## src/hw/tsi_pkg.sv

```systemverilog
// constants shared by the two-source interrupt unit
package tsi_pkg;
    localparam int TSI_PC_W = 11;
    localparam int TSI_SP_W = 3;
    localparam logic [2:0] TSI_STACK_DEPTH = 3'h4;
    localparam logic [10:0] TSI_PIN_VECTOR = 11'h004;
    localparam logic [10:0] TSI_TIMER_VECTOR = 11'h008;
    localparam int TSI_EDGE_LO_BIT = 6;
    localparam int TSI_EDGE_HI_BIT = 7;
    localparam int TSI_TIMER_RUN_BIT = 4;
    localparam int TSI_PIN_DIR_BIT = 3;
    localparam logic [1:0] TSI_EDGE_OFF = 2'h0;
    localparam logic [1:0] TSI_EDGE_RISE = 2'h1;
    localparam logic [1:0] TSI_EDGE_FALL = 2'h2;
    localparam logic [1:0] TSI_EDGE_BOTH = 2'h3;
    typedef enum logic [1:0] {TSI_SRC_NONE, TSI_SRC_PIN, TSI_SRC_TIMER}
        tsi_src_t;
endpackage : tsi_pkg

```

## src/hw/tsi_pin_edge.sv

```systemverilog
// synchroniser and edge qualifier for the external pin
`timescale 1ns/10ps
module tsi_pin_edge
    import tsi_pkg::*;
(
    input wire logic i_core_clk,
    input wire logic i_rstn,
    input wire logic i_pin,
    input wire logic [1:0] i_edge_sel,
    output logic o_edge
);
    logic meta_q;
    logic sync_q;
    logic prev_q;
    wire rise = sync_q & ~prev_q;
    wire fall = ~sync_q & prev_q;
    wire hit = (i_edge_sel == TSI_EDGE_RISE) ? rise :
               (i_edge_sel == TSI_EDGE_FALL) ? fall :
               (i_edge_sel == TSI_EDGE_BOTH) ? (rise | fall) : 1'b0;

    always_ff @(posedge i_core_clk or negedge i_rstn) begin
        if (!i_rstn) begin
            meta_q <= 1'b0;
            sync_q <= 1'b0;
            prev_q <= 1'b0;
            o_edge <= 1'b0;
        end else begin
            meta_q <= i_pin;
            sync_q <= meta_q;
            prev_q <= sync_q;
            o_edge <= hit;
        end
    end

    single_pulse_a: assert property (
        @(posedge i_core_clk) disable iff (!i_rstn)
        (o_edge && !(rise || fall)) |=> !o_edge
    ) else $error("pin edge pulse longer than one cycle");

    edge_off_a: assert property (
        @(posedge i_core_clk) disable iff (!i_rstn)
        (i_edge_sel == TSI_EDGE_OFF) |=> !o_edge
    ) else $error("pin edge seen while edge select is off");
endmodule : tsi_pin_edge

```

## src/hw/tsi_phase_div.sv

```systemverilog
// divider making the second clock phase enable pulse
`timescale 1ns/10ps
module tsi_phase_div #(
    parameter int DIV = 4
) (
    input wire logic i_core_clk,
    input wire logic i_rstn,
    output logic o_phase
);
    localparam int CW = $clog2(DIV);
    logic [CW-1:0] cnt_q;
    wire last = (cnt_q == CW'(DIV - 1));

    always_ff @(posedge i_core_clk or negedge i_rstn) begin
        if (!i_rstn) begin
            cnt_q <= '0;
            o_phase <= 1'b0;
        end else begin
            cnt_q <= last ? '0 : cnt_q + 1'b1;
            o_phase <= last;
        end
    end
endmodule : tsi_phase_div

```

## src/hw/tsi_irq_unit.sv

```systemverilog
// two-source interrupt unit with pc stack and vectoring
`timescale 1ns/10ps
module tsi_irq_unit
    import tsi_pkg::*;
#(
    parameter int PHASE_DIV = 4
) (
    input wire logic i_core_clk,
    input wire logic i_rstn,
    input wire logic i_pin,
    input wire logic i_timer_ovf,
    input wire logic [7:0] i_misc_control_reg,
    input wire logic [7:0] i_timer_control_reg,
    input wire logic [7:0] i_port_direction_reg,
    input wire logic i_pullhigh_en,
    input wire logic i_global_set,
    input wire logic i_global_clr,
    input wire logic i_pin_en_wr,
    input wire logic i_pin_en_val,
    input wire logic i_timer_en_wr,
    input wire logic i_timer_en_val,
    input wire logic i_pin_flag_clr,
    input wire logic i_timer_flag_clr,
    input wire logic i_pin_flag_set,
    input wire logic i_timer_flag_set,
    input wire logic i_call_push,
    input wire logic i_ret_pop,
    input wire logic i_halted,
    input wire logic [TSI_PC_W-1:0] i_next_pc,
    output logic o_global_irq_enable,
    output logic o_pin_irq_enable,
    output logic o_timer_irq_enable,
    output logic o_pin_irq_flag,
    output logic o_timer_irq_flag,
    output logic o_vector_load,
    output logic [TSI_PC_W-1:0] o_vector_pc,
    output logic o_return_load,
    output logic [TSI_PC_W-1:0] o_return_pc,
    output logic [TSI_SP_W-1:0] o_stack_ptr,
    output logic o_stack_full,
    output logic o_wake,
    output logic o_timer_run,
    output logic o_pullhigh,
    output logic o_pin_is_irq
);
    logic pin_edge;
    logic phase;
    logic ge_q;
    logic pe_q;
    logic te_q;
    logic pf_q;
    logic tf_q;
    logic [TSI_SP_W-1:0] sp_q;
    logic [TSI_PC_W-1:0] stack_q [0:3];
    tsi_src_t win;

    tsi_pin_edge u_edge (
        .i_core_clk(i_core_clk),
        .i_rstn(i_rstn),
        .i_pin(i_pin),
        .i_edge_sel({i_misc_control_reg[TSI_EDGE_HI_BIT],
                     i_misc_control_reg[TSI_EDGE_LO_BIT]}),
        .o_edge(pin_edge)
    );

    tsi_phase_div #(.DIV(PHASE_DIV)) u_phase (
        .i_core_clk(i_core_clk),
        .i_rstn(i_rstn),
        .o_phase(phase)
    );

    // events set flags whatever the enables say; set wins over clear
    wire pin_set = pin_edge | i_pin_flag_set;
    wire tmr_set = i_timer_ovf | i_timer_flag_set;
    wire full = (sp_q == TSI_STACK_DEPTH);
    wire pin_req = pf_q & pe_q;
    wire tmr_req = tf_q & te_q;
    wire any_req = pin_req | tmr_req;
    wire take = phase & ge_q & ~full & any_req;
    assign win = !take ? TSI_SRC_NONE :
                 pin_req ? TSI_SRC_PIN : TSI_SRC_TIMER;
    wire pop = i_ret_pop & (sp_q != '0) & ~take;
    wire push = i_call_push & ~full & ~take;

    always_ff @(posedge i_core_clk or negedge i_rstn) begin
        if (!i_rstn) begin
            ge_q <= 1'b0;
            pe_q <= 1'b0;
            te_q <= 1'b0;
        end else begin
            if (take) ge_q <= 1'b0;
            else if (i_global_set) ge_q <= 1'b1;
            else if (i_global_clr) ge_q <= 1'b0;
            if (i_pin_en_wr) pe_q <= i_pin_en_val;
            if (i_timer_en_wr) te_q <= i_timer_en_val;
        end
    end

    always_ff @(posedge i_core_clk or negedge i_rstn) begin
        if (!i_rstn) begin
            pf_q <= 1'b0;
            tf_q <= 1'b0;
        end else begin
            if (pin_set) pf_q <= 1'b1;
            else if ((win == TSI_SRC_PIN) || i_pin_flag_clr)
                pf_q <= 1'b0;
            if (tmr_set) tf_q <= 1'b1;
            else if ((win == TSI_SRC_TIMER) || i_timer_flag_clr)
                tf_q <= 1'b0;
        end
    end

    // hardware stack holds the pc only
    always_ff @(posedge i_core_clk or negedge i_rstn) begin
        if (!i_rstn) begin
            sp_q <= '0;
        end else if (take || push) begin
            sp_q <= sp_q + 1'b1;
        end else if (pop) begin
            sp_q <= sp_q - 1'b1;
        end
    end

    always_ff @(posedge i_core_clk) begin
        if (take || push) stack_q[sp_q[1:0]] <= i_next_pc;
    end

    always_ff @(posedge i_core_clk or negedge i_rstn) begin
        if (!i_rstn) begin
            o_vector_load <= 1'b0;
            o_vector_pc <= '0;
            o_return_load <= 1'b0;
            o_return_pc <= '0;
            o_wake <= 1'b0;
            o_timer_run <= 1'b0;
            o_pullhigh <= 1'b0;
            o_pin_is_irq <= 1'b0;
        end else begin
            o_vector_load <= take;
            if (take) o_vector_pc <= (win == TSI_SRC_PIN) ?
                TSI_PIN_VECTOR : TSI_TIMER_VECTOR;
            o_return_load <= pop;
            if (pop) o_return_pc <= stack_q[2'(sp_q - 1'b1)];
            o_wake <= i_halted & (pin_set | tmr_set);
            o_timer_run <= i_timer_control_reg[TSI_TIMER_RUN_BIT];
            o_pullhigh <= i_pullhigh_en;
            o_pin_is_irq <= pe_q & i_port_direction_reg[TSI_PIN_DIR_BIT] &
                ({i_misc_control_reg[TSI_EDGE_HI_BIT],
                  i_misc_control_reg[TSI_EDGE_LO_BIT]} != TSI_EDGE_OFF);
        end
    end

    assign o_global_irq_enable = ge_q;
    assign o_pin_irq_enable = pe_q;
    assign o_timer_irq_enable = te_q;
    assign o_pin_irq_flag = pf_q;
    assign o_timer_irq_flag = tf_q;
    assign o_stack_ptr = sp_q;
    assign o_stack_full = full;

    // entry, priority and phase checks
    no_take_off_a: assert property (
        @(posedge i_core_clk) disable iff (!i_rstn)
        !ge_q |=> !o_vector_load
    ) else $error("vector taken while global enable low");

    ge_clear_a: assert property (
        @(posedge i_core_clk) disable iff (!i_rstn)
        o_vector_load |-> !ge_q
    ) else $error("global enable not cleared on entry");

    full_block_a: assert property (
        @(posedge i_core_clk) disable iff (!i_rstn)
        $past(full) |-> !o_vector_load
    ) else $error("interrupt taken with full stack");

    pin_prio_a: assert property (
        @(posedge i_core_clk) disable iff (!i_rstn)
        (take && pin_req) |=> (o_vector_pc == TSI_PIN_VECTOR)
    ) else $error("external source lost priority");

    timer_win_a: assert property (
        @(posedge i_core_clk) disable iff (!i_rstn)
        (take && !pin_req) |-> tmr_req
    ) else $error("timer taken without a timer request");

    timer_vec_a: assert property (
        @(posedge i_core_clk) disable iff (!i_rstn)
        (take && !pin_req) |=> (o_vector_pc == TSI_TIMER_VECTOR) &&
            (!tf_q || $past(tmr_set))
    ) else $error("timer vector or flag wrong");

    phase_only_a: assert property (
        @(posedge i_core_clk) disable iff (!i_rstn)
        o_vector_load |-> $past(phase)
    ) else $error("service outside phase pulse");

    phase_rate_a: assert property (
        @(posedge i_core_clk) disable iff (!i_rstn)
        phase |=> !phase
    ) else $error("phase pulse longer than one cycle");

    vec_hold_a: assert property (
        @(posedge i_core_clk) disable iff (!i_rstn)
        !o_vector_load |-> $stable(o_vector_pc)
    ) else $error("vector address moved without a load");

    // request flag checks
    flag_hold_a: assert property (
        @(posedge i_core_clk) disable iff (!i_rstn)
        (pf_q && !take && !i_pin_flag_clr) |=> pf_q
    ) else $error("pin flag dropped without cause");

    tmr_hold_a: assert property (
        @(posedge i_core_clk) disable iff (!i_rstn)
        (tf_q && (win != TSI_SRC_TIMER) && !i_timer_flag_clr) |=> tf_q
    ) else $error("timer flag dropped without cause");

    pin_set_a: assert property (
        @(posedge i_core_clk) disable iff (!i_rstn)
        pin_set |=> pf_q
    ) else $error("pin event did not set its flag");

    timer_set_a: assert property (
        @(posedge i_core_clk) disable iff (!i_rstn)
        i_timer_ovf |=> tf_q
    ) else $error("overflow did not set timer flag");

    pin_clear_a: assert property (
        @(posedge i_core_clk) disable iff (!i_rstn)
        ((win == TSI_SRC_PIN) && !pin_set) |=> !pf_q
    ) else $error("pin flag not cleared on entry");

    tmr_clear_a: assert property (
        @(posedge i_core_clk) disable iff (!i_rstn)
        ((win == TSI_SRC_TIMER) && !tmr_set) |=> !tf_q
    ) else $error("timer flag not cleared on entry");

    // stack checks
    push_sp_a: assert property (
        @(posedge i_core_clk) disable iff (!i_rstn)
        take |=> (sp_q == $past(sp_q) + 3'h1)
    ) else $error("stack pointer not advanced on entry");

    saved_pc_a: assert property (
        @(posedge i_core_clk) disable iff (!i_rstn)
        take |=> (stack_q[$past(sp_q[1:0])] == $past(i_next_pc))
    ) else $error("next pc not saved on entry");

    ret_pop_a: assert property (
        @(posedge i_core_clk) disable iff (!i_rstn)
        (pop && !push) |=> o_return_load && (sp_q == $past(sp_q) - 3'h1)
    ) else $error("return did not pop the stack");

    sp_bound_a: assert property (
        @(posedge i_core_clk) disable iff (!i_rstn)
        sp_q <= TSI_STACK_DEPTH
    ) else $error("stack pointer beyond stack depth");

    full_stay_a: assert property (
        @(posedge i_core_clk) disable iff (!i_rstn)
        (full && !pop) |=> full
    ) else $error("full stack left without a pop");

    // wake and pass-through checks
    wake_a: assert property (
        @(posedge i_core_clk) disable iff (!i_rstn)
        (i_halted && (pin_set || tmr_set)) |=> o_wake
    ) else $error("event while halted gave no wake");

    run_bit_a: assert property (
        @(posedge i_core_clk) disable iff (!i_rstn)
        1'b1 |=> (o_timer_run == $past(i_timer_control_reg[4]))
    ) else $error("timer run does not follow its control bit");

    pullhigh_a: assert property (
        @(posedge i_core_clk) disable iff (!i_rstn)
        1'b1 |=> (o_pullhigh == $past(i_pullhigh_en))
    ) else $error("pull-high request not kept");
endmodule : tsi_irq_unit

```

## config.mk

```make
export PLATFORM = sky130hd
export DESIGN_NAME = tsi_irq_unit
export DESIGN_NICKNAME = d
export VERILOG_FILES = /design/src/hw/tsi_pkg.sv /design/src/hw/tsi_pin_edge.sv /design/src/hw/tsi_phase_div.sv /design/src/hw/tsi_irq_unit.sv
export SDC_FILE = /design/constraint.sdc
export NUM_CORES = 1
export LEC_CHECK = 0
export BUFFER_PORTS_ARGS = -buffer_cell sky130_fd_sc_hd__buf_2
export CAP_MARGIN = 20
export CORE_MARGIN = 3
export CORE_UTILIZATION = 55
export DETAILED_ROUTE_END_ITERATION = 16
export GPL_ROUTABILITY_DRIVEN = 0
export PLACE_DENSITY = 0.9
export SYNTH_ARGS = -nofsm -noshare
export SYNTH_HDL_FRONTEND = slang
export SYNTH_HIERARCHICAL = 1
export SYNTH_SLANG_ARGS = --single-unit
```

## constraint.sdc

```tcl
create_clock -name i_core_clk -period 5.4 [get_ports i_core_clk]
set_input_delay 0.27 -clock i_core_clk [delete_from_list [all_inputs] [get_ports i_core_clk]]
set_output_delay 0.27 -clock i_core_clk [all_outputs]
set_load 0.1 [all_outputs]
```

==> flow_metrics.env, run 1 <==
export IMPL_status="complete, but fails checks"
export IMPL_violations="negative hold slack"
export IMPL_arrival_ps=2820
export IMPL_intPower_w=0.00137
export IMPL_yosysTopAreaCell="edfxtp_1"
export IMPL_rr_endpoint="stack_q[3][0]"
export IMPL_slew_violations=0
export IMPL_total_power_w=0.00247
export IMPL_ir_drop_mv=0.400
export IMPL_synth_adder_area_share_pct=3.17
export IMPL_synth_sequential_area_ratio_pct=68.8
export IMPL_ctsResizeCount=0
export IMPL_critPathBufInv=1
export IMPL_synth_mux_area_share_pct=14.5
export IMPL_hold_violations=6
export IMPL_layout_drive_gt1_share_pct=40.2
export IMPL_grtUsageTotal_pct=17.4
export IMPL_crit_slowest_cell="dfrtp_1"
export IMPL_io_pins=90
export IMPL_rsz0062_at_grt="false"
export IMPL_yosys_warnings=6
export IMPL_place_ws_ps=2550
export IMPL_finalWorstSetupSlack_ps=2550
export IMPL_final_cell_mix="buf_2 (60), edfxtp_1 (44), dfrtp_1 (34)"
export IMPL_diodes=0
export IMPL_synthDistinctLibCells=32
export IMPL_crit_type="register to register"
export IMPL_drtPass1Iterations=4
export IMPL_synthSimpleGateAreaFrac_pct=4.76
export IMPL_fillers=357
export IMPL_pwr_share_comb_pct=45.0
export IMPL_numCtsBuffers=9
export IMPL_synth_compound_area_share_pct=4.20
export IMPL_switching_share_pct=44.5
export IMPL_via_per_inst=5.15
export IMPL_startpoint="o_stack_ptr[0]"
export IMPL_power_density_nw_per_um2=668
export IMPL_drc=0
export IMPL_power_leakage_nw=1.62
export IMPL_r2r_cells=5
export IMPL_tightest_slew_ps=775
export IMPL_wl_per_cell_um=16.5
export IMPL_die_h_um=81.8
export IMPL_die_w_um=81.8
export IMPL_seq_power_share_pct=36.0
export IMPL_relSlewSlack_pct=48.4
export IMPL_rows=26
export IMPL_globalRouteOverflowTotal=0
export IMPL_endpoint_kind="register"
export IMPL_area_delta_synth_final_pct=17.2
export IMPL_clkLatencyLatePin_ps=340
export IMPL_dr_first_iter_drc_count=90
export IMPL_syn_area_per_cell_um2=18.4
export IMPL_clock_sinks=78
export IMPL_vias=1617
export IMPL_start_util_pct=59.2
export IMPL_multi_input_area_um2=891
export IMPL_cp_depth=5
export IMPL_synth_xor_area_share_pct=0.555
export IMPL_cts_buffer_depth=2
export IMPL_ys_async_sr_fraction_pct=43.6
export IMPL_synthCells=172
export IMPL_drt_wl_total_mm=5.19
export IMPL_setup_viol=0
export IMPL_setup_tns_ps=0
export IMPL_crit_reg2reg_launch="o_stack_ptr[0]"
export IMPL_whs_ps=-2.22
export IMPL_fmax_mhz=351
export IMPL_netlist_area_um2=3160
export IMPL_path_clk_slew_ps=80
export IMPL_finalCriticalPeriod_ps=2850
export IMPL_startpoint_type="register"
export IMPL_ctsHoldBuffers=0
export IMPL_core_um2=5340
export IMPL_synth_top_family_by_area="multiplexers"
export IMPL_drtAntennaViolNets=0
export IMPL_power_switching_w=0.00110
export IMPL_fin_skew_ps=7.58
export IMPL_antenna_found_initial=0
export IMPL_root_buffer="clkbuf_8"
export IMPL_post_cts_buffers=0
export IMPL_p_clk_share_pct=19.1
export IMPL_synth_edff_count=44
export IMPL_grt_max_degree=35
export IMPL_htree_levels=3
export IMPL_port_buffer_count=60
export IMPL_fin_util_pct=69.4
export IMPL_yosysTopAreaCellShare_pct=41.9
export IMPL_worstPathRequired_ps=5380
export IMPL_dieArea_um2=6680
export IMPL_grt_pass1_vias=1643
export IMPL_cap_violations=0
export IMPL_grt_pass1_wl_mm=8.16
export IMPL_crit_family="flip-flops"
export IMPL_yosys_register_bits=78
export IMPL_synth_area_leaders="edfxtp_1 (42%), dfrtp_1 (27%), mux2_4 (4.3%)"
export IMPL_layout_commonest_cell="buf_2"
export IMPL_dp_hpwl_mm=3.62
export IMPL_min_path_type="input pin to asynchronous set/reset pin"
export IMPL_max_stage_delay_ps=850
export IMPL_r2r_slack_ps=2550
export IMPL_synthFlopType="edfxtp_1"
export IMPL_cp_cell_sequence="inv_1 > ha_1 > a21boi_0 > a41oi_4 > and2b_1"
export IMPL_endpoint="stack_q[3][0]"
export IMPL_tritoncts="built"
export IMPL_timing_final_crit_share_pct=52.7
export IMPL_regArea_um2=2170
export IMPL_nets=300
export IMPL_crit_fanout=15
[worst register-to-register path, delay by kind of cell (launching register included)]
kind,cells,cell delay [ps]
DFF,1,850
AOI/OAI and AO/OA,2,430
adders and majority gates,1,310
buffers and inverters,1,250
and+or+nand+nor,1,640
[synth_stat cells (3+ instances only)]
library cell	instances
mux2_4	9
mux4_2	6
mux4_1	5
nand2_1	5
mux2_2	4
inv_1	8
nand2b_1	3
and2b_1	4
dfrtp_1	34
nor2_1	5
ha_1	8
edfxtp_1	44
buf_4	9
[routing by layer]
metal,vias to the layer above,global-route usage [%],routed length (um)
met2,48,27.6,2670
met1,802,21.6,2090
met4,0,6.48,63
met5,-,0,0
met3,7,6.91,374
li1,760,-,-
[through the flow]
step / instance area [um2] / cells
2_1_floorplan: 3190 / 180
3_3_place_gp: 3480 / 298
3_5_place_dp: 3480 / 298
4_1_cts: 3700 / 314
5_1_grt: 3700 / 314
6_report: 3700 / 314
[power by group through the flow]
stage	Sequential, W	Combinational [W]	Clock [W]
after floorplan	0.00139	0.000451	0
after global placement	0.000892	0.00109	0
after detailed placement	0.000903	0.00112	0
after CTS	0.000892	0.00112	0.000480
after global routing	0.000908	0.00116	0.000508
final	0.000889	0.00111	0.000471
[state kept, by name, summed over array words and instances, names as in the netlist, 2 cells and up]
register       cells
stack_q           44
u_phase/cnt_q      2
o_vector_pc        2
o_return_pc       11
o_stack_ptr        3
[layout make-up]
class                           instances  area share, %
Sequential cell                        78           58.7
Multi-Input combinational cell         82           24.1
Timing Repair Buffer                   60           8.11
Clock buffer                            9           3.35
Clock inverter                          7           2.60
Tap cell                               70           2.37
Inverter                                8          0.811
[worst min-delay path by stage]
stage	start	endpoint	slack, ps	depth (start not counted)
3_3_place_gp	u_edge/meta_q	u_edge/sync_q	350	0
2_1_floorplan	i_rstn	o_global_irq_enable	-30	0
4_1_cts	i_rstn	o_return_pc[7]	20	1
5_1_grt	i_timer_control_reg[4]	o_timer_run	10	1
6_report	i_rstn	o_return_pc[2]	-2	1
3_5_place_dp	u_edge/meta_q	u_edge/sync_q	360	0
[logic make-up (layout without fill, tap and decap cells)]
family | count (synthesis) | in the layout
flip-flops | 78 | 78
multiplexers | 25 | 25
AND/OR/NAND/NOR | 23 | 23
buffers and inverters | 20 | 84
AO/OA/AOI/OAI | 15 | 15
adder cells (fa/ha/maj) | 8 | 8
XOR/XNOR | 2 | 2
other | 1 | 9
Power figures use the tool's default switching activity.
==> inputs of run 2 (changes only) <==
--- a/config.mk
+++ b/config.mk
@@ -5,13 +5,14 @@
 export SDC_FILE = /design/constraint.sdc
 export NUM_CORES = 1
 export LEC_CHECK = 0
+export ABC_AREA = 1
 export BUFFER_PORTS_ARGS = -buffer_cell sky130_fd_sc_hd__buf_2
 export CAP_MARGIN = 20
 export CORE_MARGIN = 3
-export CORE_UTILIZATION = 55
+export CORE_UTILIZATION = 46
 export DETAILED_ROUTE_END_ITERATION = 16
 export GPL_ROUTABILITY_DRIVEN = 0
-export PLACE_DENSITY = 0.9
+export PLACE_DENSITY = 0.81
 export SYNTH_ARGS = -nofsm -noshare
 export SYNTH_HDL_FRONTEND = slang
 export SYNTH_HIERARCHICAL = 1
==> constraint.sdc (replaced) <==
create_clock -name i_core_clk -period 2.6 [get_ports i_core_clk]
set_input_delay 0.13 -clock i_core_clk [delete_from_list [all_inputs] [get_ports i_core_clk]]
set_output_delay 0.13 -clock i_core_clk [all_outputs]
set_load 0.1 [all_outputs]
==> flow_metrics.env, run 2 <==
export IMPL_syn_area_per_cell_um2=11.9
export IMPL_netlist_area_um2=3180
export IMPL_grt_pass1_vias=2072
export IMPL_antenna_found_initial=0
export IMPL_finalCriticalPeriod_ps=1950
export IMPL_setup_tns_ps=0
export IMPL_synth_adder_area_share_pct=3.15
export IMPL_die_w_um=89.1
export IMPL_multi_input_area_um2=836
export IMPL_wl_met3_um=424
export IMPL_r2r_cells=7
export IMPL_pwr_share_comb_pct=49.5
export IMPL_power_leakage_nw=1.77
export IMPL_grtUsageTotal_pct=16.9
export IMPL_dr_first_iter_drc_count=199
export IMPL_cp_cell_sequence="inv_1 > ha_1 > nand2_4 > nand2_1 > nor2_1 > o31ai_1 > dlygate4sd3_1"
export IMPL_synth_top_family_by_area="simple AND/OR/NAND/NOR gates"
export IMPL_crit_family="buffers and inverters"
export IMPL_synthDistinctLibCells=31
export IMPL_crit_fanout=5
export IMPL_synth_compound_area_share_pct=7.32
export IMPL_ctsResizeCount=0
export IMPL_total_power_w=0.00519
export IMPL_rows=29
export IMPL_yosysTopAreaCell="edfxtp_1"
export IMPL_yosysTopAreaCellShare_pct=41.6
export IMPL_synthFlopType="edfxtp_1"
export IMPL_timing_final_crit_share_pct=75.2
export IMPL_dp_hpwl_mm=4.03
export IMPL_synthSimpleGateAreaFrac_pct=13.5
export IMPL_synth_area_leaders="edfxtp_1 (42%), dfrtp_1 (27%), nand2_1 (6.1%)"
export IMPL_intPower_w=0.00255
export IMPL_ir_drop_mv=0.460
export IMPL_hold_violations=0
export IMPL_io_pins=90
export IMPL_drc=0
export IMPL_final_cell_mix="buf_2 (60), nand2_1 (52), edfxtp_1 (44)"
export IMPL_status="completed"
export IMPL_regArea_um2=2170
export IMPL_fmax_mhz=512
export IMPL_fin_skew_ps=10.7
export IMPL_htree_levels=3
export IMPL_via_per_inst=4.98
export IMPL_grt_max_degree=35
export IMPL_port_buffer_count=60
export IMPL_layout_commonest_cell="buf_2"
export IMPL_power_switching_w=0.00264
export IMPL_core_um2=6530
export IMPL_yosys_register_bits=78
export IMPL_largest_reg_flops=44
export IMPL_diodes=0
export IMPL_root_buffer="clkbuf_8"
export IMPL_start_util_pct=48.7
export IMPL_globalRouteOverflowTotal=0
export IMPL_die_h_um=89.1
export IMPL_synth_xor_area_share_pct=0.551
export IMPL_tightest_slew_ps=724
export IMPL_clock_sinks=78
export IMPL_critPathBufInv=2
export IMPL_synth_most_common_cell="nand2_1"
export IMPL_post_cts_buffers=0
export IMPL_relSlewSlack_pct=51.7
export IMPL_wirelength_met1_mm=2.66
export IMPL_cts_buffer_depth=2
export IMPL_numCtsBuffers=9
export IMPL_synth_common_cells="nand2_1 (52), edfxtp_1 (44), dfrtp_1 (34)"
export IMPL_power_density_nw_per_um2=1330
export IMPL_crit_slowest_cell="dlygate4sd3_1"
export IMPL_nets=415
export IMPL_rsz0062_at_grt="false"
export IMPL_cap_violations=0
export IMPL_setup_viol=0
export IMPL_drtAntennaViolNets=0
export IMPL_wl_per_cell_um=14.2
export IMPL_max_stage_delay_ps=590
export IMPL_cp_depth=7
export IMPL_grt_pass1_wl_mm=9.88
export IMPL_wl_met2_mm=3.01
export IMPL_layout_drive_gt1_share_pct=27.6
export IMPL_startpoint_type="register"
export IMPL_tritoncts="built"
export IMPL_yosys_warnings=6
export IMPL_vias=2170
export IMPL_fillers=519
export IMPL_area_delta_synth_final_pct=22.6
export IMPL_ys_async_sr_fraction_pct=43.6
export IMPL_worstPathRequired_ps=2890
export IMPL_endpoint_kind="register"
export IMPL_dr_max_layer_used="met4"
export IMPL_seq_power_share_pct=34.6
export IMPL_crit_type="register to register"
export IMPL_arrival_ps=2250
export IMPL_synthCells=268
export IMPL_synth_edff_count=44
export IMPL_slew_violations=0
export IMPL_synth_mux_area_share_pct=0.709
export IMPL_hold_depth=3
export IMPL_drtPass1Iterations=4
export IMPL_p_clk_share_pct=15.9
export IMPL_switching_share_pct=50.9
export IMPL_path_clk_slew_ps=90
export IMPL_min_path_type="input pin to register"
export IMPL_dieArea_um2=7940
export IMPL_drt_wl_total_mm=6.21
export IMPL_synth_sequential_area_ratio_pct=68.3
export IMPL_clkLatencyLatePin_ps=350
==> run 2: cell count changes after synthesis, moves of 5 or more <==
cell,delta
nand2_1,+47
nor2_1,+27
o21ai_0,+19
o22ai_1,+11
mux2_4,-9
inv_1,+7
mux4_2,-6
nand3_1,+6
mux4_1,-5
==> run 2: cell families (layout without fill, tap and decap cells) <==
family,Yosys count,after routing
adders and majority gates,8,8
buffers and inverters,37,120
and+or+nand+nor,99,99
xor gates and xnor gates,2,2
muxes,2,2
AOI/OAI and AO/OA,41,41
DFF,78,78
other,1,9
==> run 2: area by class of cell <==
| type | count | share of cell area [%] |
|---|---|---|
| timing repair buffer | 85 | 13.7 |
| clock buffer | 9 | 3.18 |
| sequential | 78 | 55.8 |
| tap | 77 | 2.47 |
| clock inverter | 7 | 1.48 |
| multi-input combinational | 161 | 21.4 |
| inverter | 19 | 1.89 |
==> run 2: metrics by stage <==
step	setup WS, ps	cell area, um2	cells	hold WS [ps]	util (%)
after floorplan	48.2	3210	276	-166	-
after global placement	711	3530	401	226	54.0
after detailed placement	675	3530	401	231	54.0
after CTS	655	3880	434	2.75	59.4
after global routing	511	3900	436	6.45	59.7
final	645	3900	436	9.00	59.7
==> run 2: worst paths after layout <==
path	startpoint	to	slack (ps)
max in group asynchronous	i_rstn	o_stack_ptr[0]	1710
min in group asynchronous	i_rstn	u_edge/o_edge	370
worst min-delay path	i_global_set	o_global_irq_enable	9
worst max register to register	o_stack_ptr[1]	o_pin_irq_flag	650
worst max-delay path	o_stack_ptr[1]	o_pin_irq_flag	650
worst min register to register	u_edge/meta_q	u_edge/sync_q	360
==> run 2: power groups by stage <==
stage               sequential (W)  combinational, W  clock [W]
floorplan                  0.00284           0.00103          0
global placement           0.00181           0.00250          0
detailed placement         0.00182           0.00255          0
CTS                        0.00180           0.00258   0.000833
global route               0.00183           0.00275   0.000877
finish                     0.00180           0.00257   0.000823
==> run 2: metal layers <==
| metal | GRT usage, % | vias to the layer above |
|---|---|---|
| met5 | 0 | - |
| met4 | 8.39 | 0 |
| met3 | 4.61 | 10 |
| met2 | 26.9 | 82 |
| met1 | 21.3 | 1024 |
| li1 | - | 1054 |
==> run 2: worst register-to-register path, delay by kind of cell, from the launching register on <==
family,cells,cell delay (ps)
and+or+nand+nor,3,260
buffers and inverters,2,710
DFF,1,440
adders and majority gates,1,270
AOI/OAI and AO/OA,1,210
==> run 2: what timing repair did <==
item | 4_1_cts | 5_1_grt
endpoints found under the setup margin | 0 | 0
hold endpoints to repair | 75 | 2
hold buffers | 17 | 2
